## config.mk

```make
export PLATFORM = sky130hd
export DESIGN_NAME = irq_ctrl
export DESIGN_NICKNAME = d
export VERILOG_FILES = /design/src/logic/irq_ctrl_pkg.sv /design/src/logic/irq_ctrl.sv
export SDC_FILE = /design/constraint.sdc
export NUM_CORES = 1
export LEC_CHECK = 0
export BUFFER_PORTS_ARGS = -buffer_cell sky130_fd_sc_hd__buf_2
export CAP_MARGIN = 15
export CORE_ASPECT_RATIO = 0.9
export CORE_MARGIN = 3
export CORE_UTILIZATION = 35
export DETAILED_ROUTE_END_ITERATION = 6
export PLACE_DENSITY_LB_ADDON = 0.05
export SYNTH_ARGS = -nofsm -noshare
export SYNTH_HDL_FRONTEND = slang
export SYNTH_SLANG_ARGS = --single-unit
export TNS_END_PERCENT = 20
```

## constraint.sdc

```tcl
create_clock -name aclk -period 4.8 [get_ports aclk]
set_input_delay 0.48 -clock aclk [delete_from_list [all_inputs] [get_ports aclk]]
set_output_delay 0.48 -clock aclk [all_outputs]
set_load 0.02 [all_outputs]
```

## src/logic/irq_ctrl_pkg.sv

```systemverilog
package irq_ctrl_pkg;
    // ==========================================
    // Register map (byte addresses)
    // ==========================================
    localparam logic [7:0] main_control_offset  = 8'h00;
    localparam logic [7:0] edge_priority_offset = 8'h04;
    localparam logic [7:0] ext_line_offset      = 8'h08;
    localparam logic [7:0] reset_control_offset = 8'h0C;
    localparam logic [7:0] peripheral_offset    = 8'h10;
    localparam logic [7:0] core_status_offset   = 8'h14;

    // ==========================================
    // Reset values
    // ==========================================
    localparam logic [7:0] main_control_reset  = 8'h00;
    localparam logic [7:0] edge_priority_reset = 8'hF5;
    localparam logic [7:0] ext_line_reset      = 8'hC0;
    localparam logic [7:0] reset_control_reset = 8'h00;
    localparam logic [7:0] peripheral_reset    = 8'h00;

    // ==========================================
    // Field positions
    // ==========================================
    localparam int bit_global_high    = 7;
    localparam int bit_global_low     = 6;
    localparam int bit_tmr_enable     = 5;
    localparam int bit_ext0_enable    = 4;
    localparam int bit_port_enable    = 3;
    localparam int bit_tmr_flag       = 2;
    localparam int bit_ext0_flag      = 1;
    localparam int bit_port_flag      = 0;
    localparam int bit_edge0          = 6;
    localparam int bit_edge1          = 5;
    localparam int bit_edge2          = 4;
    localparam int bit_tmr_priority   = 2;
    localparam int bit_port_priority  = 0;
    localparam int bit_ext2_priority  = 7;
    localparam int bit_ext1_priority  = 6;
    localparam int bit_ext2_enable    = 4;
    localparam int bit_ext1_enable    = 3;
    localparam int bit_ext2_flag      = 1;
    localparam int bit_ext1_flag      = 0;
    localparam int bit_priority_mode  = 7;
    localparam int bit_usb_flag       = 0;
    localparam int bit_usb_enable     = 1;
    localparam int bit_usb_priority   = 2;

    // ==========================================
    // Vectors and timing
    // ==========================================
    localparam logic [20:0] high_vector     = 21'h000008;
    localparam logic [20:0] low_vector      = 21'h000018;
    localparam int          ext_latency_cyc = 3;

    localparam logic [1:0] resp_okay   = 2'b00;
    localparam logic [1:0] resp_slverr = 2'b10;

    // Vectored request to the core
    typedef struct packed {
        logic        valid;
        logic        high;
        logic [20:0] vector;
    } core_req_s;

    typedef enum logic [2:0] {
        st_idle     = 3'b001,
        st_low_run  = 3'b010,
        st_high_run = 3'b100
    } service_e;
endpackage

```

## src/logic/irq_ctrl.sv

```systemverilog
// Functional notes
// RULE1: priority mode vectors high 000008h, low 000018h
// RULE2: high preempts low; low waits during high
// RULE3: every source has flag, enable, priority; line0 has no priority bit here and is always high
// RULE4: priority mode only while reset control bit7
// RULE5: bit7 gates high sources, bit6 low ones
// RULE6: flag, enable, global set means vector now
// RULE7: compatibility mode sends all to 000008h
// RULE8: compatibility: bit6 peripherals, bit7 everything
// RULE9: taking interrupt clears the enabling global bit
// RULE10: core pushes return address, loads vector
// RULE11: return instruction sets matching global enable
// RULE12: pin events reach core in fixed latency
// RULE13: flags set regardless of any enable
// RULE14: software clears flags; hardware never does
// RULE15: software avoids memory moves on enabled controls
// RULE16: usb events merge into one flag, priority
// RULE17: timer flag bit2, line0 bit1; enables 5,4
// RULE18: upper port change sets bit0; enable bit3
// RULE19: mismatch keeps port flag set until read
// RULE20: edge select per line, reset rising
// RULE21: third register holds line1/2 priority, enable, flag
// RULE22: same-level requests raise one core request
`timescale 1ns/10ps
module irq_ctrl
    import irq_ctrl_pkg::*;
(
    input  wire logic                   aclk,           // Core clock
    input  wire logic                   aresetn,        // Sync reset, active low
    input  wire logic [7:0]             s_axi_awaddr,   // Write address
    input  wire logic                   s_axi_awvalid,  // Write address valid
    output logic                        s_axi_awready,  // Write address ready
    input  wire logic [31:0]            s_axi_wdata,    // Write data
    input  wire logic [3:0]             s_axi_wstrb,    // Write strobes
    input  wire logic                   s_axi_wvalid,   // Write data valid
    output logic                        s_axi_wready,   // Write data ready
    output logic [1:0]                  s_axi_bresp,    // Write response
    output logic                        s_axi_bvalid,   // Write response valid
    input  wire logic                   s_axi_bready,   // Write response ready
    input  wire logic [7:0]             s_axi_araddr,   // Read address
    input  wire logic                   s_axi_arvalid,  // Read address valid
    output logic                        s_axi_arready,  // Read address ready
    output logic [31:0]                 s_axi_rdata,    // Read data
    output logic [1:0]                  s_axi_rresp,    // Read response
    output logic                        s_axi_rvalid,   // Read data valid
    input  wire logic                   s_axi_rready,   // Read data ready
    input  wire logic [2:0]             ext_pins,       // External interrupt pins
    input  wire logic [3:0]             port_b_upper,   // Upper port B pins
    input  wire logic                   port_read,      // Core read of port B, pulse
    input  wire logic                   timer_overflow, // Timer 0 overflow, pulse
    input  wire logic                   usb_event,      // Any USB event, pulse
    input  wire logic                   periph_request, // Other peripherals, level
    input  wire logic                   irq_ack,        // Core took request, pulse
    input  wire logic                   return_from_interrupt_instruction,         // Return instruction, pulse
    output irq_ctrl_pkg::core_req_s     core_req        // Vectored request to core
);
    import irq_ctrl_pkg::*;

    // ==========================================
    // Registers
    // ==========================================
    logic [7:0] main_ctl;
    logic [7:0] edge_ctl;
    logic [7:0] ext_ctl;
    logic [7:0] rst_ctl;
    logic [7:0] periph_ctl;
    service_e   svc;
    logic       low_preempted;

    // Pin synchronisers
    logic [2:0] ext_s1, ext_s2, ext_d;
    logic [3:0] port_s1, port_s2, port_latch;
    logic [1:0] read_delay;

    // Line flops not reset: they follow the pins during reset, so no false edge after it
    always_ff @(posedge aclk) begin
        ext_s1 <= ext_pins;
        ext_s2 <= ext_s1; // RULE12
        ext_d  <= ext_s2;
    end

    // Two flops before any logic looks at pins
    always_ff @(posedge aclk) begin
        if (!aresetn) begin
            port_s1 <= 4'h0;
            port_s2 <= 4'h0;
        end else begin
            port_s1 <= port_b_upper;
            port_s2 <= port_s1;
        end
    end

    // ==========================================
    // Event detection
    // ==========================================
    logic [2:0] edge_sel;
    logic [2:0] ext_hit;
    logic       port_mismatch;
    assign edge_sel = {edge_ctl[bit_edge2], edge_ctl[bit_edge1], edge_ctl[bit_edge0]};
    // 1 rising, 0 falling per line
    assign ext_hit  = (edge_sel & ext_s2 & ~ext_d) | (~edge_sel & ~ext_s2 & ext_d); // RULE20
    assign port_mismatch = (port_s2 != port_latch); // RULE18

    // Port snapshot taken in the same cycle as a core read ends mismatch
    // Two cycles of hold-off after a read stand in for one instruction cycle
    always_ff @(posedge aclk) begin
        if (!aresetn) begin
            port_latch <= 4'h0;
            read_delay <= 2'b00;
        end else begin
            read_delay <= {read_delay[0], port_read};
            if (port_read) begin
                port_latch <= port_s2; // RULE19
            end
        end
    end
    // ==========================================
    // AXI4-Lite write
    // ==========================================
    logic       aw_held, w_held;
    logic [7:0] aw_addr;
    logic [31:0] w_data;
    logic [3:0]  w_strb;
    logic        do_write;
    assign do_write = aw_held && w_held && !s_axi_bvalid;

    always_ff @(posedge aclk) begin
        if (!aresetn) begin
            aw_held       <= 1'b0;
            w_held        <= 1'b0;
            aw_addr       <= 8'h00;
            w_data        <= 32'h0;
            w_strb        <= 4'h0;
            s_axi_awready <= 1'b0;
            s_axi_wready  <= 1'b0;
            s_axi_bvalid  <= 1'b0;
            s_axi_bresp   <= resp_okay;
        end else begin
            s_axi_awready <= !aw_held && !s_axi_awready && s_axi_awvalid;
            s_axi_wready  <= !w_held && !s_axi_wready && s_axi_wvalid;
            if (s_axi_awvalid && s_axi_awready) begin
                aw_held <= 1'b1;
                aw_addr <= s_axi_awaddr;
            end
            if (s_axi_wvalid && s_axi_wready) begin
                w_held <= 1'b1;
                w_data <= s_axi_wdata;
                w_strb <= s_axi_wstrb;
            end
            if (do_write) begin
                aw_held      <= 1'b0;
                w_held       <= 1'b0;
                s_axi_bvalid <= 1'b1;
                s_axi_bresp  <= (aw_addr <= peripheral_offset && aw_addr[1:0] == 2'b00)
                                ? resp_okay : resp_slverr;
            end else if (s_axi_bvalid && s_axi_bready) begin
                s_axi_bvalid <= 1'b0;
            end
        end
    end

    logic wr_en_main, wr_en_edge, wr_en_ext, wr_en_rst, wr_en_per;
    assign wr_en_main = do_write && w_strb[0] && aw_addr == main_control_offset;
    assign wr_en_edge = do_write && w_strb[0] && aw_addr == edge_priority_offset;
    assign wr_en_ext  = do_write && w_strb[0] && aw_addr == ext_line_offset;
    assign wr_en_rst  = do_write && w_strb[0] && aw_addr == reset_control_offset;
    assign wr_en_per  = do_write && w_strb[0] && aw_addr == peripheral_offset;

    // ==========================================
    // Request arbitration
    // ==========================================
    logic prio_mode;
    logic [4:0] src_flag, src_en, src_prio;
    logic per_flag, per_en, per_prio;
    logic high_pend, low_pend, take_high, take_low;
    assign prio_mode = rst_ctl[bit_priority_mode]; // RULE4
    // Timer, line0, line1, line2, port change
    assign src_flag = {main_ctl[bit_port_flag], ext_ctl[bit_ext2_flag], ext_ctl[bit_ext1_flag],
                       main_ctl[bit_ext0_flag], main_ctl[bit_tmr_flag]}; // RULE3
    assign src_en   = {main_ctl[bit_port_enable], ext_ctl[bit_ext2_enable], ext_ctl[bit_ext1_enable],
                       main_ctl[bit_ext0_enable], main_ctl[bit_tmr_enable]};
    // Line 0 has no priority bit, always high
    assign src_prio = {edge_ctl[bit_port_priority], ext_ctl[bit_ext2_priority],
                       ext_ctl[bit_ext1_priority], 1'b1, edge_ctl[bit_tmr_priority]};
    // USB merged source plus other peripherals as one group
    assign per_flag = periph_ctl[bit_usb_flag] | periph_request; // RULE16
    assign per_en   = periph_ctl[bit_usb_enable];
    assign per_prio = periph_ctl[bit_usb_priority]; // RULE16

    always_comb begin
        if (prio_mode) begin
            // Level set by each source's priority bit, line 0 fixed high
            high_pend = main_ctl[bit_global_high] &&
                        ((|(src_flag & src_en & src_prio)) || (per_flag && per_en && per_prio)); // RULE5 RULE6
            low_pend  = main_ctl[bit_global_low] &&
                        ((|(src_flag & src_en & ~src_prio)) || (per_flag && per_en && !per_prio)); // RULE5
        end else begin
            // Priority bits ignored, single level
            high_pend = main_ctl[bit_global_high] && ((|(src_flag & src_en)) ||
                        (main_ctl[bit_global_low] && per_flag && per_en)); // RULE7 RULE8
            low_pend  = 1'b0;
        end
    end
    // High always wins, low never during high service
    assign take_high = high_pend && svc != st_high_run; // RULE2 RULE22
    assign take_low  = low_pend && !take_high && svc == st_idle; // RULE2

    // Service-level tracker
    always_ff @(posedge aclk) begin
        if (!aresetn) begin
            svc           <= st_idle;
            low_preempted <= 1'b0;
        end else if (irq_ack && core_req.valid) begin
            low_preempted <= core_req.high && svc == st_low_run;
            svc           <= core_req.high ? st_high_run : st_low_run;
        end else if (return_from_interrupt_instruction) begin
            case (svc)
                st_high_run: svc <= low_preempted ? st_low_run : st_idle;
                st_low_run:  svc <= st_idle;
                default:     svc <= st_idle;
            endcase
            if (svc == st_high_run) begin
                low_preempted <= 1'b0;
            end
        end
    end

    // Request to core; core pushes return address and jumps
    always_ff @(posedge aclk) begin
        if (!aresetn) begin
            core_req <= '0;
        end else begin
            core_req.valid  <= (take_high || take_low) && !(irq_ack && core_req.valid); // RULE10
            core_req.high   <= take_high || !prio_mode;
            core_req.vector <= (take_high || !prio_mode) ? high_vector : low_vector; // RULE1 RULE7
        end
    end

    // ==========================================
    // Main control: flags set beat clears
    // ==========================================
    logic taken;
    assign taken = irq_ack && core_req.valid;
    always_ff @(posedge aclk) begin
        if (!aresetn) begin
            main_ctl <= main_control_reset;
        end else begin
            if (wr_en_main) begin
                main_ctl <= w_data[7:0];
            end
            // Clear the global bit that allowed entry
            if (taken) begin
                if (core_req.high) main_ctl[bit_global_high] <= 1'b0; // RULE9
                else               main_ctl[bit_global_low]  <= 1'b0; // RULE9
            end else if (return_from_interrupt_instruction) begin
                if (!prio_mode || svc == st_high_run) main_ctl[bit_global_high] <= 1'b1; // RULE11
                else                                  main_ctl[bit_global_low]  <= 1'b1; // RULE11
            end
            // Events override any same-cycle clear, no enable needed
            if (timer_overflow) main_ctl[bit_tmr_flag]  <= 1'b1; // RULE13 RULE17
            if (ext_hit[0])     main_ctl[bit_ext0_flag] <= 1'b1; // RULE17
            if (port_mismatch && read_delay == 2'b00 && !port_read)
                main_ctl[bit_port_flag] <= 1'b1; // RULE18 RULE19
        end
    end

    // Edge select and priorities
    always_ff @(posedge aclk) begin
        if (!aresetn) begin
            edge_ctl <= edge_priority_reset; // RULE20
        end else if (wr_en_edge) begin
            // Bits 3 and 1 do not exist and read as zero
            edge_ctl <= w_data[7:0] & 8'hF5;
        end
    end

    // Third register, lines 1 and 2
    always_ff @(posedge aclk) begin
        if (!aresetn) begin
            ext_ctl <= ext_line_reset;
        end else begin
            if (wr_en_ext) begin
                ext_ctl <= w_data[7:0] & 8'hDB; // RULE21
            end
            if (ext_hit[1]) ext_ctl[bit_ext1_flag] <= 1'b1; // RULE13
            if (ext_hit[2]) ext_ctl[bit_ext2_flag] <= 1'b1; // RULE13
        end
    end

    // Priority mode and USB group
    always_ff @(posedge aclk) begin
        if (!aresetn) begin
            rst_ctl    <= reset_control_reset;
            periph_ctl <= peripheral_reset;
        end else begin
            if (wr_en_rst) rst_ctl <= w_data[7:0] & 8'h80;
            if (wr_en_per) periph_ctl <= w_data[7:0] & 8'h07;
            if (usb_event) periph_ctl[bit_usb_flag] <= 1'b1; // RULE16 RULE13
        end
    end

    // ==========================================
    // AXI4-Lite read
    // ==========================================
    logic [7:0] rd_val;
    always_comb begin
        case (s_axi_araddr)
            main_control_offset:  rd_val = main_ctl;
            edge_priority_offset: rd_val = edge_ctl;
            ext_line_offset:      rd_val = ext_ctl;
            reset_control_offset: rd_val = rst_ctl;
            peripheral_offset:    rd_val = periph_ctl;
            core_status_offset:   rd_val = {5'h00, svc};
            default:              rd_val = 8'h00;
        endcase
    end

    always_ff @(posedge aclk) begin
        if (!aresetn) begin
            s_axi_arready <= 1'b0;
            s_axi_rvalid  <= 1'b0;
            s_axi_rdata   <= 32'h0;
            s_axi_rresp   <= resp_okay;
        end else begin
            s_axi_arready <= s_axi_arvalid && !s_axi_arready && !s_axi_rvalid;
            if (s_axi_arvalid && s_axi_arready) begin
                s_axi_rvalid <= 1'b1;
                s_axi_rdata  <= {24'h0, rd_val};
                s_axi_rresp  <= (s_axi_araddr <= core_status_offset && s_axi_araddr[1:0] == 2'b00)
                                ? resp_okay : resp_slverr;
            end else if (s_axi_rvalid && s_axi_rready) begin
                s_axi_rvalid <= 1'b0;
            end
        end
    end

    // ==========================================
    // Checks
    // ==========================================
    a_high_vector: assert property (@(posedge aclk) disable iff (!aresetn) // RULE1
        core_req.valid && core_req.high |-> core_req.vector == 21'h000008)
        else $error("high request not at 000008h");
    a_low_vector: assert property (@(posedge aclk) disable iff (!aresetn) // RULE1
        core_req.valid && !core_req.high |-> core_req.vector == 21'h000018 && prio_mode)
        else $error("low request wrong vector or mode");
    a_no_low_in_high: assert property (@(posedge aclk) disable iff (!aresetn) // RULE2
        svc == st_high_run |=> !(core_req.valid && !core_req.high))
        else $error("low request during high service");
    a_compat_single: assert property (@(posedge aclk) disable iff (!aresetn) // RULE7
        $past(!prio_mode) && core_req.valid |-> core_req.high)
        else $error("compat request not single vector");
    a_entry_clears: assert property (@(posedge aclk) disable iff (!aresetn) // RULE9
        irq_ack && core_req.valid && core_req.high && !wr_en_main |=> !main_ctl[bit_global_high])
        else $error("global enable not cleared on entry");
    a_return_sets: assert property (@(posedge aclk) disable iff (!aresetn) // RULE11
        return_from_interrupt_instruction && !irq_ack && !prio_mode && !wr_en_main |=> main_ctl[bit_global_high])
        else $error("return did not restore global enable");
    a_timer_flag: assert property (@(posedge aclk) disable iff (!aresetn) // RULE13
        timer_overflow |=> main_ctl[bit_tmr_flag])
        else $error("timer flag not set");
    a_ext_latency: assert property (@(posedge aclk) disable iff (!aresetn) // RULE12
        ext_hit[1] |=> ext_ctl[bit_ext1_flag] ##0 1'b1 [*2])
        else $error("line one flag lost");
    a_ext_request: assert property (@(posedge aclk) disable iff (!aresetn) // RULE12
        ext_hit[0] && main_ctl[bit_ext0_enable] && main_ctl[bit_global_high] && !core_req.valid && !wr_en_main
        && svc != st_high_run |=> ##[1:2] ((core_req.valid && core_req.high) || svc == st_high_run))
        else $error("line zero request late");
    a_flag_kept: assert property (@(posedge aclk) disable iff (!aresetn) // RULE14
        main_ctl[bit_tmr_flag] && !wr_en_main |=> main_ctl[bit_tmr_flag])
        else $error("flag cleared by hardware");
endmodule

```

==> metrics.md <==
| Metric | Value |
|---|---|
| TNS Setup | `0 ps` |
| Post-route clock period utilization | `45.05%` |
| Seq pwr share | `about 49%` |
| First-pass GRT wire length | `between 10000 and 15000 um` |
| Critical-path maximum fanout | `9` |
| Register area | `~1800 um^2` |
| Hold_buf cts | `0` |
| DRT iter0 DRCs | `around 160` |
| #FFs+latches synth | `a little under 90` |
| P_leak | `roughly 0.0018 uW` |
| TritonCTS buffer count | `9` |
| Clk pin slew, worst setup/hold paths | `~70 ps` |
| Power per cell area | `350.1 nW/um^2` |
| Final Hold Fails | `0` |
| Synth top area cells | `dfxtp_1 (45%), buf_4 (8.5%), mux2i_1 (7.3%), nand2_1 (5.4%), a21boi_0 (4.5%)` |
| Int Pwr | `about 1200 uW` |
| Top layer in use | `met4` |
| Max Fclk | `~460 MHz` |
| Chip width | `~120 um` |
| Worst hold-check path type | `in -> reg` |
| Final wirelength | `8640 um` |
| Wire per inst | `about 14 um` |
| Status | `completed` |
| Routability cong. | `0.8013` |
| Mapped Area | `approximately 4000 um^2` |
| Post-Syn Instances | `418` |
| Max stage delay on crit path | `approximately 700 ps` |
| Register-to-Register Setup Slack | `between 2000 and 3000 ps` |
| Crit path DAT | `around 2400 ps` |
| R2R depth | `4` |
| Crit path launch type | `flip-flop` |
| Hpwl dp | `between 6000 and 7000 um` |
| Remaining DRCs | `0` |
| Final Core Density | `41.42%` |
| Worst path slowest cell | `nor4_4` |
| Top-area cell type share of the netlist area | `around 45%` |
| GRT Total Usage | `13.87%` |
| Vias | `2961` |
| Delay-heaviest family, CP | `simple AND/OR/NAND/NOR gates` |
| DR pass1 iterations | `4` |
| CP Capture Type | `flip-flop` |
| Crit path buf inv count | `0` |
| DIE HEIGHT | `roughly 110 um` |
| CTS H-Tree Depth | `3` |
| CTS tree | `built` |
| Initial antenna violation count | `0` |
| Reg-to-Reg End | `ext_ctl[0]` |
| Num rows | `36` |
| Fin crit period | `about 2200 ps` |
| Most used DFF post-synth | `dfxtp_1` |
| Critical path type | `reg -> reg` |
| I/O pins | `roughly 140` |
| Syn-to-layout area delta | `13.90%` |
| Placeable core area | `10990 um^2` |
| Number of global-route vias before repair | `approximately 2600` |
| Cell taking the most area after synthesis | `dfxtp_1` |
| Final Skew | `between 10 and 15 ps` |
| Clock power frac | `between 40% and 50%` |
| Initial Util | `between 30% and 40%` |
| Drt via density | `between 4 and 5` |
| Die area | `~13000 um^2` |
| Wl on met1 | `~4300 um` |
| Sw power | `slightly above 400 uW` |
| RSZ-0062 raised after global routing | `no` |
| WP data required | `5030 ps` |
| Final Slew Violations | `0` |
| Seq/Total Area, Yosys | `~45%` |
| Max Buffers Root-to-Sink | `2` |
| Met2 wire length | `between 3000 and 4000 um` |
| Layout cell share with drive strength beyond 1 | `between 10% and 20%` |
| Root cell of the clock tree | `clkbuf_16` |
| Slew HR | `50.85%` |
| Most common cell after layout, fill and taps aside | `dfxtp_1` |
| Total grt overflow | `0` |
| # port buffers | `63` |
| Switching Fraction | `25.31%` |
| Wire length on met3 | `between 400 and 500 um` |
| Highest-count cells in the layout ignoring fill and taps | `dfxtp_1 (89), buf_2 (63), nand2_1 (57), conb_1 (45), mux2i_1 (29)` |
| R2R Path Start | `s_axi_bvalid` |
| Unique masters post-synth | `47` |
| Worst Max-Slew Pin Slew | `727.4 ps` |
| Largest net degree at the start of global routing | `between 80 and 90` |
| Final nets | `approximately 550` |
| Antenna cells | `0` |
| Cts repair resizes | `0` |
| WP depth | `4` |
| Hold Slack | `238.3 ps` |
| Post-Syn Area per Cell | `roughly 9.6 um^2` |
| VDD IR max | `~0.18 mV` |
| Critical Path Start | `s_axi_bvalid` |
| CP endpoint | `ext_ctl[0]` |
| Clk_lat worst skew | `340 ps` |
| CP Cell Sequence | `nand3b_1, nor4_4, or3b_1, o311a_1` |
| Logic gate share of total power | `under 10%` |
| Area of the multi-input gates | `between 1500 and 2000 um^2` |
| Fill cell count | `about 1100` |
| EDFF count, synth | `0` |
| Final setup fails | `0` |
| Max cap viols | `0` |
| Async set or reset register ratio after synthesis | `0%` |
| Sink Count | `89` |
| Post-route ant nets | `0` |
| Synth warn | `0` |
| Post-CTS repair timing setup buffer count | `0` |
## power groups by stage
stage | combinational (uW) | clock, uW | sequential (uW)
after global placement | 125 | 0 | 797
after detailed placement | 127 | 0 | 797
final | 126 | 687 | 780
after floorplan | 120 | 0 | 793
after global routing | 140 | 743 | 784
after CTS | 127 | 713 | 780
## sequential cells by signal (all words and copies together) (netlist names), 2 cells and up
| signal | flops |
|---|---|
| ext_d | 3 |
| aw_addr | 8 |
| s_axi_rdata | 8 |
| ext_ctl | 6 |
| edge_ctl | 6 |
| core_req | 4 |
| periph_ctl | 3 |
| svc | 3 |
| read_delay | 2 |
| ext_s1 | 3 |
| port_s1 | 4 |
| port_latch | 4 |
| main_ctl | 8 |
| ext_s2 | 3 |
| w_data | 8 |
| port_s2 | 4 |
## layout make-up
cell class	instances	area share, %
clock buffers	12	5.635
clock inverters	4	0.7422
inverters	2	0.1649
multi-input cells	308	43.05
flip-flops and latches	89	39.14
well taps	152	4.178
repair buffers	64	7.092
## worst min path at each step
| stage | end | cells past startpoint | from |
|---|---|---|---|
| after floorplan | ext_s2[0] | 0 | ext_s1[0] |
| after global placement | ext_s2[0] | 0 | ext_s1[0] |
| after detailed placement | ext_s2[0] | 0 | ext_s1[0] |
| after CTS | ext_s1[1] | 1 | ext_pins[1] |
| after global routing | ext_s1[0] | 1 | ext_pins[0] |
| final | ext_s1[1] | 1 | ext_pins[1] |
## cells in the mapped netlist (all sizes together) (3+ instances only)
master,number
dfxtp,89
nand2,57
buf,46
mux2i,29
a21boi,24
nor2b,18
clkbuf,17
nand3,15
a21oi,11
and2,11
nor2,10
nor4,9
o21ai,7
a32o,6
nand2b,6
nor3,6
o22ai,5
a32oi,4
nor3b,4
o311a,4
xor2,4
nand4,3
or4bb,3
## stage by stage
step | area (um^2) | power [uW] | cells | setup WS [ps]
final | 4552 | 1593 | 631 | 2637
after global routing | 4552 | 1666 | 631 | 2482
after CTS | 4552 | 1620 | 631 | 2616
after detailed placement | 4262 | 923.9 | 615 | 2641
after global placement | 4262 | 921.9 | 615 | 2684
after floorplan | 4161 | 913.4 | 462 | 2803
## kinds of logic after synthesis
group / after synthesis / synth area share (%)
xor+xnor: 4 / 0.8766
flops: 89 / 44.58
compound gates: 71 / 12.96
buf+inv: 65 / 10.52
mux: 33 / 8.954
other cells: 1 / 0.09384
simple gates: 155 / 22.01
## per-layer routing
metal / vias to the layer above / track usage, %
li1: 1508 / -
met1: 1359 / 19.58
met2: 84 / 20.00
met3: 10 / 3.678
met4: 0 / 5.707
met5: - / 0
Note: power is estimated with default switching activity, not from simulation.
